==> config.mk <==
export PLATFORM = sky130hd
export DESIGN_NAME = energy_accumulator
export DESIGN_NICKNAME = d
export VERILOG_FILES = /design/src/rtl/calibration_pulse.v /design/src/rtl/energy_accumulator.v
export VERILOG_INCLUDE_DIRS = /design/src /design/src/include
export SDC_FILE = /design/constraint.sdc
export NUM_CORES = 2
export LEC_CHECK = 0
export BUFFER_PORTS_ARGS = -buffer_cell sky130_fd_sc_hd__buf_4
export CAP_MARGIN = 10
export CELL_PAD_IN_SITES_DETAIL_PLACEMENT = 1
export CELL_PAD_IN_SITES_GLOBAL_PLACEMENT = 1
export CORE_MARGIN = 4
export CORE_UTILIZATION = 34
export CTS_CLUSTER_SIZE = 12
export DETAILED_ROUTE_END_ITERATION = 16
export GPL_ROUTABILITY_DRIVEN = 1
export PLACE_DENSITY_LB_ADDON = 0.1
export SLEW_MARGIN = 5
export SYNTH_ARGS = -nofsm -noshare
export SYNTH_HDL_FRONTEND = slang
export SYNTH_SLANG_ARGS = --single-unit
==> constraint.sdc <==
create_clock -name pclk -period 72.8 [get_ports pclk]
set_input_delay 7.28 -clock pclk [delete_from_list [all_inputs] [get_ports pclk]]
set_output_delay 7.28 -clock pclk [all_outputs]
set_load 0.05 [all_outputs]
==> src/include/energy_defines.vh <==
// register indices, field positions, reset values and timing for the energy accumulator
// assumes: byte address = 4 x register index on a 32-bit apb bus
`ifndef ENERGY_DEFINES_VH
`define ENERGY_DEFINES_VH

// register indices
`define IDX_WAVEFORM_SELECT 8'h0d
`define IDX_ACCUMULATION_MODE 8'h0f
`define IDX_INT_ENABLE_TWO 8'hda
`define IDX_INT_ENABLE_THREE 8'hdb
`define IDX_INT_STATUS_TWO 8'hdd
`define IDX_INT_STATUS_THREE 8'hde
`define IDX_APPARENT_GAIN 8'h40
`define IDX_APPARENT_DIVIDER 8'h41
`define IDX_APPARENT_ENERGY 8'h42
`define IDX_APPARENT_ENERGY_RR 8'h43
`define IDX_REACTIVE_GAIN 8'h44
`define IDX_REACTIVE_ENERGY 8'h45
`define IDX_LINE_REACTIVE_ENERGY 8'h46
`define IDX_HALF_CYCLE_COUNT 8'h47
`define IDX_WAVEFORM 8'h48

// accumulation_mode fields
`define BIT_TAMPER_REACTIVE 1
`define BIT_ABSOLUTE_REACTIVE 2
// waveform_select fields
`define WAVE_RATE_LSB 0
`define WAVE_RATE_MSB 1
`define BIT_WAVE_SOURCE 2
// interrupt_enable_two / interrupt_status_two fields
`define BIT_APPARENT_HALF_FULL 0
`define BIT_APPARENT_OVERFLOW 1
// interrupt_enable_three / interrupt_status_three fields
`define BIT_CYCLE_END 2
`define BIT_WAVE_SAMPLE_ENABLE 3

// reset values
`define RST_BYTE 8'h00
`define RST_GAIN 12'h000
`define RST_HALF_CYCLE_COUNT 16'hffff

// timing
`define ACCUM_STEP_CLOCKS 5
`define CLK_MHZ 200
`define PULSE_LOW_MS 90
`define PULSE_LOW_CYCLES (`PULSE_LOW_MS * 1000 * `CLK_MHZ)

`endif

==> src/rtl/calibration_pulse.v <==
// calibration pulse generator: turns signed energy increments into active-low pulses
// assumes: step and delta come from the accumulation stage on the same clock
`timescale 1ns/1ps
`default_nettype none
`include "energy_defines.vh"

module calibration_pulse #(
    parameter integer THRESHOLD_LOG2 = 25,
    parameter integer LOW_CYCLES = `PULSE_LOW_CYCLES
) (
    input wire pclk,
    input wire presetn,
    input wire step,
    input wire [24:0] delta,
    output reg pulse_n
);

// ----------------------------------------------------------------
// residue and pulse width
// ----------------------------------------------------------------
reg [THRESHOLD_LOG2:0] residue_r;
reg [31:0] low_cnt_r;
wire [THRESHOLD_LOG2:0] delta_ext;
wire [THRESHOLD_LOG2:0] sum;
wire [THRESHOLD_LOG2:0] thresh;
wire fire_pos;
wire fire_neg;

assign delta_ext = {{(THRESHOLD_LOG2 - 24){delta[24]}}, delta};
assign sum = residue_r + delta_ext;
assign thresh = {{1{1'b0}}, 1'b1, {(THRESHOLD_LOG2 - 1){1'b0}}};
assign fire_pos = !sum[THRESHOLD_LOG2] && (sum >= thresh);
assign fire_neg = sum[THRESHOLD_LOG2] && ((~sum + 1'b1) >= thresh);

always @(posedge pclk or negedge presetn) begin
    if (!presetn) begin
        residue_r <= {(THRESHOLD_LOG2 + 1){1'b0}};
        low_cnt_r <= 32'h0;
        pulse_n <= 1'b1;
    end else begin
        if (step) begin
            if (fire_pos)
                residue_r <= sum - thresh;
            else if (fire_neg)
                residue_r <= sum + thresh;
            else
                residue_r <= sum;
        end
        // output is active low; a pulse during a low phase is absorbed
        if (low_cnt_r != 32'h0) begin
            low_cnt_r <= low_cnt_r - 32'h1;
            pulse_n <= (low_cnt_r == 32'h1);
        end else if (step && (fire_pos || fire_neg)) begin
            low_cnt_r <= LOW_CYCLES;
            pulse_n <= 1'b0;
        end
    end
end

endmodule
`default_nettype wire

==> src/rtl/energy_accumulator.v <==
// reactive and apparent energy accumulation stage with apb register access
// assumes: power, rms and zero-crossing inputs are synchronous to pclk
// Summary of operation
// - default mode adds reactive power signed
// - tamper bit: sign follows active power
// - tamper mode also drives pulse output
// - absolute bit: magnitude, skip active no-load
// - both bits set selects absolute mode
// - active-low pulse after reactive gain
// - line accumulation over programmed half cycles
// - cycle-end flag, enabled interrupt until cleared
// - restart at once, overwrite line result
// - count write clears, restarts at crossing
// - line energy same path and weight
// - apparent power is vrms times irms
// - apparent samples readable at selected rate
// - apparent gain one plus gain/4096
// - no apparent offset correction
// - 48-bit accumulation every five clocks
// - apparent accumulation uses unsigned addition
// - divide by divider, zero means one
// - read-reset register clears after read
// - unsigned energy, half-full on 24 bits
`timescale 1ns/1ps
`default_nettype none
`include "energy_defines.vh"

module energy_accumulator #(
    parameter integer PULSE_LOW_CYCLES = `PULSE_LOW_CYCLES
) (
    input wire pclk,
    input wire presetn,
    input wire psel,
    input wire penable,
    input wire pwrite,
    input wire [9:0] paddr,
    input wire [31:0] pwdata,
    output reg [31:0] prdata,
    output wire pready,
    output reg pslverr,
    input wire [23:0] active_power,
    input wire active_noload,
    input wire [23:0] reactive_power,
    input wire reactive_noload,
    input wire [23:0] voltage_rms,
    input wire [23:0] current_rms,
    input wire zero_cross,
    input wire sample_tick,
    output wire calibration_pulse_output_n,
    output wire energy_irq
);

// ----------------------------------------------------------------
// functions
// ----------------------------------------------------------------
function [24:0] gain_apply;
    input [24:0] x;
    input [11:0] g;
    reg signed [36:0] p;
    begin
        p = $signed(x) * $signed(g);
        gain_apply = x + p[36:12];
    end
endfunction

function [31:0] widen;
    input [23:0] v;
    begin
        widen = {8'h00, v};
    end
endfunction

// ----------------------------------------------------------------
// registers
// ----------------------------------------------------------------
reg [7:0] waveform_select_r;
reg [7:0] accumulation_mode_r;
reg [7:0] interrupt_enable_two_r;
reg [7:0] interrupt_enable_three_r;
reg [7:0] interrupt_status_two_r;
reg [7:0] interrupt_status_three_r;
reg [11:0] apparent_gain_r;
reg [7:0] apparent_divider_r;
reg [11:0] reactive_gain_r;
reg [15:0] half_cycle_count_r;
reg [23:0] apparent_energy_r;
reg [47:0] apparent_acc_r;
reg [48:0] reactive_acc_r;
reg [48:0] line_acc_r;
reg [23:0] line_reactive_energy_r;
reg [15:0] half_cnt_r;
reg line_run_r;
reg [2:0] step_cnt_r;
reg [23:0] waveform_r;
reg [2:0] wave_div_r;
reg err_r;

localparam LINE_WAIT = 1'b0;
localparam LINE_RUN = 1'b1;

// ----------------------------------------------------------------
// apb decode
// ----------------------------------------------------------------
wire [7:0] idx = paddr[9:2];
wire setup = psel && !penable;
wire access = psel && penable;
wire wr = access && pwrite && !err_r;
wire rd = access && !pwrite && !err_r;
wire wr_wave = wr && (idx == `IDX_WAVEFORM_SELECT);
wire wr_mode = wr && (idx == `IDX_ACCUMULATION_MODE);
wire wr_en2 = wr && (idx == `IDX_INT_ENABLE_TWO);
wire wr_en3 = wr && (idx == `IDX_INT_ENABLE_THREE);
wire wr_st2 = wr && (idx == `IDX_INT_STATUS_TWO);
wire wr_st3 = wr && (idx == `IDX_INT_STATUS_THREE);
wire wr_again = wr && (idx == `IDX_APPARENT_GAIN);
wire wr_adiv = wr && (idx == `IDX_APPARENT_DIVIDER);
wire wr_rgain = wr && (idx == `IDX_REACTIVE_GAIN);
wire wr_count = wr && (idx == `IDX_HALF_CYCLE_COUNT);
wire rd_reset = rd && (idx == `IDX_APPARENT_ENERGY_RR);

assign pready = 1'b1;

reg [31:0] rdata;
reg hit;
always @* begin
    hit = 1'b1;
    rdata = 32'h0;
    case (idx)
        `IDX_WAVEFORM_SELECT: rdata = {24'h0, waveform_select_r};
        `IDX_ACCUMULATION_MODE: rdata = {24'h0, accumulation_mode_r};
        `IDX_INT_ENABLE_TWO: rdata = {24'h0, interrupt_enable_two_r};
        `IDX_INT_ENABLE_THREE: rdata = {24'h0, interrupt_enable_three_r};
        `IDX_INT_STATUS_TWO: rdata = {24'h0, interrupt_status_two_r};
        `IDX_INT_STATUS_THREE: rdata = {24'h0, interrupt_status_three_r};
        `IDX_APPARENT_GAIN: rdata = {20'h0, apparent_gain_r};
        `IDX_APPARENT_DIVIDER: rdata = {24'h0, apparent_divider_r};
        `IDX_APPARENT_ENERGY: rdata = widen(apparent_energy_r);
        `IDX_APPARENT_ENERGY_RR: rdata = widen(apparent_energy_r);
        `IDX_REACTIVE_GAIN: rdata = {20'h0, reactive_gain_r};
        `IDX_REACTIVE_ENERGY: rdata = widen(reactive_acc_r[48:25]);
        `IDX_LINE_REACTIVE_ENERGY: rdata = widen(line_reactive_energy_r);
        `IDX_HALF_CYCLE_COUNT: rdata = {16'h0, half_cycle_count_r};
        `IDX_WAVEFORM: rdata = widen(waveform_r);
        default: hit = 1'b0;
    endcase
end

// read data and error are captured in the setup cycle
always @(posedge pclk or negedge presetn) begin
    if (!presetn) begin
        prdata <= 32'h0;
        pslverr <= 1'b0;
        err_r <= 1'b0;
    end else if (setup) begin
        prdata <= pwrite ? 32'h0 : rdata;
        pslverr <= !hit;
        err_r <= !hit;
    end else if (access) begin
        pslverr <= 1'b0;
        err_r <= 1'b0;
    end
end

// ----------------------------------------------------------------
// accumulation step every five clocks
// ----------------------------------------------------------------
wire step = (step_cnt_r == `ACCUM_STEP_CLOCKS - 1);
always @(posedge pclk or negedge presetn) begin
    if (!presetn)
        step_cnt_r <= 3'h0;
    else
        step_cnt_r <= step ? 3'h0 : step_cnt_r + 3'h1;
end

// ----------------------------------------------------------------
// reactive path
// ----------------------------------------------------------------
wire [47:0] rms_product = voltage_rms * current_rms;
wire [24:0] apparent_power = gain_apply({1'b0, rms_product[47:24]}, apparent_gain_r);
wire [24:0] reactive_gained = gain_apply({reactive_power[23], reactive_power},
    reactive_gain_r);
wire tamper_mode = accumulation_mode_r[`BIT_TAMPER_REACTIVE];
wire abs_mode = accumulation_mode_r[`BIT_ABSOLUTE_REACTIVE];
reg [24:0] reactive_delta;
always @* begin
    reactive_delta = reactive_gained;
    if (reactive_noload) begin
        reactive_delta = 25'h0;
    end else if (abs_mode) begin
        if (active_noload)
            reactive_delta = 25'h0;
        else if (reactive_gained[24])
            reactive_delta = ~reactive_gained + 25'h1;
    end else if (tamper_mode && active_power[23]) begin
        reactive_delta = ~reactive_gained + 25'h1;
    end
end
wire [48:0] reactive_ext = {{24{reactive_delta[24]}}, reactive_delta};

// pulse follows the same increments as the energy register
calibration_pulse #(
    .THRESHOLD_LOG2(25),
    .LOW_CYCLES(PULSE_LOW_CYCLES)
) u_pulse (
    .pclk(pclk),
    .presetn(presetn),
    .step(step),
    .delta(reactive_delta),
    .pulse_n(calibration_pulse_output_n)
);

always @(posedge pclk or negedge presetn) begin
    if (!presetn)
        reactive_acc_r <= 49'h0;
    else if (step)
        reactive_acc_r <= reactive_acc_r + reactive_ext;
end

// ----------------------------------------------------------------
// line cycle reactive accumulation
// ----------------------------------------------------------------
wire cycle_done = line_run_r && zero_cross &&
    (half_cnt_r + 16'h1 == half_cycle_count_r);
always @(posedge pclk or negedge presetn) begin
    if (!presetn) begin
        line_run_r <= LINE_WAIT;
        half_cnt_r <= 16'h0;
        line_acc_r <= 49'h0;
        line_reactive_energy_r <= 24'h0;
    end else if (wr_count) begin
        line_run_r <= LINE_WAIT;
        half_cnt_r <= 16'h0;
        line_acc_r <= 49'h0;
        line_reactive_energy_r <= 24'h0;
    end else begin
        case (line_run_r)
            LINE_WAIT: begin
                if (zero_cross && half_cycle_count_r != 16'h0) begin
                    line_run_r <= LINE_RUN;
                    half_cnt_r <= 16'h0;
                    line_acc_r <= 49'h0;
                end
            end
            LINE_RUN: begin
                if (cycle_done) begin
                    line_reactive_energy_r <= line_acc_r[48:25];
                    line_acc_r <= step ? reactive_ext : 49'h0;
                    half_cnt_r <= 16'h0;
                end else begin
                    if (zero_cross)
                        half_cnt_r <= half_cnt_r + 16'h1;
                    if (step)
                        line_acc_r <= line_acc_r + reactive_ext;
                end
            end
            default: line_run_r <= LINE_WAIT;
        endcase
    end
end

// ----------------------------------------------------------------
// apparent energy
// ----------------------------------------------------------------
// the gained apparent sample is never negative, so bit 24 is magnitude, not sign
wire [48:0] apparent_sum = {1'b0, apparent_acc_r} +
    {24'h0, apparent_power};
wire [7:0] divisor = (apparent_divider_r == 8'h00) ? 8'h01 : apparent_divider_r;
wire [47:0] apparent_div = apparent_sum[47:0] / {40'h0, divisor};
wire apparent_ovf = step && apparent_sum[48];
wire apparent_half = step && apparent_div[47] && !apparent_energy_r[23];

always @(posedge pclk or negedge presetn) begin
    if (!presetn) begin
        apparent_acc_r <= 48'h0;
        apparent_energy_r <= 24'h0;
    end else if (rd_reset) begin
        apparent_acc_r <= 48'h0;
        apparent_energy_r <= 24'h0;
    end else if (step) begin
        apparent_acc_r <= apparent_sum[47:0];
        apparent_energy_r <= apparent_div[47:24];
    end
end

// ----------------------------------------------------------------
// waveform sampling
// ----------------------------------------------------------------
wire [1:0] wave_rate = waveform_select_r[`WAVE_RATE_MSB:`WAVE_RATE_LSB];
wire [2:0] wave_mask = (3'h1 << wave_rate) - 3'h1;
wire wave_take = sample_tick && ((wave_div_r & wave_mask) == 3'h0) &&
    interrupt_enable_three_r[`BIT_WAVE_SAMPLE_ENABLE];
always @(posedge pclk or negedge presetn) begin
    if (!presetn) begin
        wave_div_r <= 3'h0;
        waveform_r <= 24'h0;
    end else begin
        if (sample_tick)
            wave_div_r <= wave_div_r + 3'h1;
        if (wave_take)
            waveform_r <= waveform_select_r[`BIT_WAVE_SOURCE] ?
                apparent_power[23:0] : reactive_gained[23:0];
    end
end

// ----------------------------------------------------------------
// configuration and flags
// ----------------------------------------------------------------
always @(posedge pclk or negedge presetn) begin
    if (!presetn) begin
        waveform_select_r <= `RST_BYTE;
        accumulation_mode_r <= `RST_BYTE;
        interrupt_enable_two_r <= `RST_BYTE;
        interrupt_enable_three_r <= `RST_BYTE;
        apparent_gain_r <= `RST_GAIN;
        apparent_divider_r <= `RST_BYTE;
        reactive_gain_r <= `RST_GAIN;
        half_cycle_count_r <= `RST_HALF_CYCLE_COUNT;
        interrupt_status_two_r <= `RST_BYTE;
        interrupt_status_three_r <= `RST_BYTE;
    end else begin
        if (wr_wave)
            waveform_select_r <= pwdata[7:0];
        if (wr_mode)
            accumulation_mode_r <= pwdata[7:0];
        if (wr_en2)
            interrupt_enable_two_r <= pwdata[7:0];
        if (wr_en3)
            interrupt_enable_three_r <= pwdata[7:0];
        if (wr_again)
            apparent_gain_r <= pwdata[11:0];
        if (wr_adiv)
            apparent_divider_r <= pwdata[7:0];
        if (wr_rgain)
            reactive_gain_r <= pwdata[11:0];
        if (wr_count)
            half_cycle_count_r <= pwdata[15:0];
        // write one to clear; a new event in the same cycle wins
        interrupt_status_two_r <= ((interrupt_status_two_r &
            ~(wr_st2 ? pwdata[7:0] : 8'h00)) |
            ({7'h0, apparent_half} << `BIT_APPARENT_HALF_FULL) |
            ({7'h0, apparent_ovf} << `BIT_APPARENT_OVERFLOW)) & 8'h03;
        interrupt_status_three_r <= ((interrupt_status_three_r &
            ~(wr_st3 ? pwdata[7:0] : 8'h00)) |
            ({7'h0, cycle_done} << `BIT_CYCLE_END)) & 8'h04;
    end
end

wire [7:0] en3_flags = interrupt_enable_three_r & 8'h04;
assign energy_irq = |(interrupt_status_two_r & interrupt_enable_two_r) ||
    |(interrupt_status_three_r & en3_flags);

endmodule
`default_nettype wire

==> flow_metrics.tcl <==
set metrics [dict create \
    clock.fmax_mhz 13.8 \
    drtIter0Drc 2689 \
    grt_max_degree 131 \
    cts_hold_buf 0 \
    netlist_area_um2 74300 \
    gp_congestion 0.832 \
    relSlewSlack_pct 16.7 \
    clock_skew_ns 0.0328 \
    fp.coreArea_um2 217000 \
    status "completed" \
    yosys_warnings 0 \
    port_buffers 132 \
    die_area_um2 226000 \
    required_ns 73.27 \
    synth_top_cells_by_count "nand2_1 (1,211), inv_1 (1,198), fa_1 (962)" \
    rsz0062_at_grt "true" \
    grt_pass1_wl_um 404000 \
    worstSetupPathType "input port to flip-flop" \
    initial_core_util_pct 34.2 \
    area_delta_synth_final_pct 19.9 \
    clk_latency_ns 0.63 \
    fin_nets 11538 \
    r2r_start "apparent_gain_r[1]$_DFFE_PN0P_" \
    fin_crit_sh_pct 99.3 \
    synth_top_area_share_pct 25.9 \
    cp_slowest_stage_delay_ns 0.54 \
    drv_slew 0 \
    critical_path.top_delay_family "compound AO/OA/AOI/OAI gates" \
    final_area_um2 89100 \
    synth_edf_count 0 \
    avgSynthCellArea_um2 8.44 \
    die_h_um 475 \
    cts_buffers 50 \
    grt_pass1_vias 71682 \
    setup_viol 0 \
    cp-start-kind "input port" \
    post-place-cells 12426 \
    tightest_slew_ns 1.24 \
    hold_class "flip-flop to flip-flop" \
    viasPerCell 5.17 \
    wl_um 250000 \
    drive_gt1_share_pct 17.9 \
    synth_top_area_cell "fa_1" \
    use_met1_pct 31.1 \
    worst-path-stages 354 \
    worst_setup_path_end_kind "flip-flop" \
    dr.pass1.iters 7 \
    nFillCells 25575 \
    met2_usage_pct 38.6 \
    final.min_clock_period_ns 72.29 \
    num_io_pins 183 \
    dr_total_vias 65220 \
    startpoint "voltage_rms[4]" \
    arrival_ns 72.76 \
    hpwl_um 204000 \
    reg2reg_depth 320 \
    yosysMostFrequentCell "nand2_1" \
    grt_overflow_total 0 \
    cts.sinks 408 \
    r2r-end "apparent_energy_r[0]$_DFFE_PN0P_" \
    grt_busiest_layer "met2" \
    crit_slowest_cell "fa_1" \
    fin_cells 12623 \
    hold-worst-slack_ns 0.469 \
    cts_root_buf "clkbuf_16" \
    synth_cell_types 126 \
    crit_end "apparent_energy_r[0]$_DFFE_PN0P_" \
    grt_usage_pct 22.2 \
    die_w_um 475 \
    grt_antenna_before_repair 8 \
    synthFlopType "dfrtp_1" \
    rrSetupSlack_ns 13.94 \
    synth_seq_area_share_pct 13.8 \
    h-tree-depth 2 \
    drc 0 \
    worst-path-max-fanout 9 \
    hold_depth 1 \
    syn-instance-count 8800 \
    dpl_cell_area_um2 85700 \
    clk_pin_slew_ns 0.06 \
    synth-async-reset-ratio_pct 100 \
    cts_tree "yes" \
    rows 171 \
    yosys_register_bits 408 \
    grtUsageMet3_pct 1.49 \
    drv_cap 0 \
    cts_buffer_depth 3 \
    antenna_left 0 \
    yosys-top-cells-area "fa_1 (26%), dfrtp_1 (13%), ha_1 (12%), nand2_1 (6.1%), inv_1 (6.1%)" \
    hold_violations 0 \
    crit_top_cell "o21a_1" \
    cp_num_buf_inv 26 \
    post_drt_wl_per_cell_um 19.8 \
]
[layout make-up]
cell class / count / area, um^2 / share of cell area, %
multi-input cells: 6815 / 59500 / 66.8
flip-flops and latches: 408 / 10200 / 11.5
repair buffers: 1247 / 9420 / 10.6
inverters: 1200 / 4500 / 5.06
well taps: 2854 / 3570 / 4.01
clock buffers: 63 / 1410 / 1.58
clock inverters: 29 / 452 / 0.507
diodes: 7 / 17.5 / 0.0197
[cells by family (layout without fill, tap and decap cells)]
group | Yosys count | count (layout) | share of synthesized area [%]
other | 2 | 16 | 0.0101
buffers and inverters | 1584 | 2539 | 8.10
muxes | 171 | 171 | 2.46
xor gates and xnor gates | 366 | 366 | 4.32
adders and majority gates | 1671 | 1671 | 37.9
and+or+nand+nor | 2986 | 2986 | 19.2
DFF | 408 | 408 | 13.8
AOI/OAI and AO/OA | 1612 | 1612 | 14.3
[cell usage in the layout (no fill, tap or decap), drive strengths merged, types with 40 or more instances in the layout]
| cell type | n |
|---|---|
| clkbuf | 63 |
| o21ai | 361 |
| mux2i | 84 |
| a21oi | 430 |
| dfrtp | 391 |
| nand2b | 79 |
| xor2 | 113 |
| nand4 | 46 |
| ha | 707 |
| a31oi | 46 |
| a21o | 75 |
| and2 | 533 |
| nor2 | 473 |
| xnor2 | 253 |
| o31ai | 71 |
| buf | 1247 |
| nor3 | 254 |
| mux2 | 87 |
| and3 | 52 |
| inv | 1200 |
| o21a | 165 |
| a211oi | 61 |
| o21bai | 85 |
| or3 | 60 |
| a22oi | 40 |
| fa | 962 |
| nand3 | 105 |
| nand2 | 1212 |
[per-stage QoR]
step           utilization (%)  setup slack, ns  setup TNS, ns
2_1_floorplan                -           -0.515         -0.515
6_report                  41.0            0.515              0
5_1_grt                   41.0            -3.63          -5.22
4_1_cts                   40.8           -0.130         -0.130
3_5_place_dp              39.5            -3.22          -4.35
3_3_place_gp              39.5            -2.42          -2.69
[worst min-delay path by stage]
stage / start / to / slack (ns)
after detailed placement: u_pulse.low_cnt_r[21]$_DFFE_PN0P_ / u_pulse.low_cnt_r[21]$_DFFE_PN0P_ / 0.46
after global routing: u_pulse.low_cnt_r[27]$_DFFE_PN0P_ / u_pulse.low_cnt_r[27]$_DFFE_PN0P_ / 0.49
final: u_pulse.low_cnt_r[27]$_DFFE_PN0P_ / u_pulse.low_cnt_r[27]$_DFFE_PN0P_ / 0.47
after CTS: u_pulse.low_cnt_r[21]$_DFFE_PN0P_ / u_pulse.low_cnt_r[21]$_DFFE_PN0P_ / 0.47
after floorplan: step_cnt_r[0]$_DFF_PN0_ / step_cnt_r[0]$_DFF_PN0_ / 0.43
after global placement: u_pulse.low_cnt_r[21]$_DFFE_PN0P_ / u_pulse.low_cnt_r[21]$_DFFE_PN0P_ / 0.45
[sequential cells by signal, indices dropped and copies added, names as in the netlist, 8 cells and up]
| signal | count |
|---|---|
| apparent_energy_r | 24 |
| half_cycle_count_r | 16 |
| prdata | 24 |
| accumulation_mode_r | 8 |
| waveform_r | 24 |
| line_reactive_energy_r | 24 |
| interrupt_enable_two_r | 8 |
| half_cnt_r | 16 |
| u_pulse.low_cnt_r | 32 |
| apparent_divider_r | 8 |
| apparent_acc_r | 48 |
| reactive_gain_r | 12 |
| interrupt_enable_three_r | 8 |
| reactive_acc_r | 49 |
| waveform_select_r | 8 |
| line_acc_r | 49 |
| u_pulse.residue_r | 26 |
| apparent_gain_r | 12 |
[routing by layer]
| metal | vias to the layer above | part of all wire (%) |
|---|---|---|
| met4 | 2 | 1.5 |
| met1 | 33525 | 47 |
| met2 | 757 | 48 |
| li1 | 30746 | - |
| met5 | - | 0.0052 |
| met3 | 190 | 2.7 |
[what timing repair did]
item,4_1_cts,5_1_grt
endpoints found under the setup margin,2,2
pin swaps,104,65
gates resized for setup,96,51
setup buffers,68,30
Power is not shown: default switching activity piles up to over one toggle a cycle in this logic, so the estimate is an artifact.
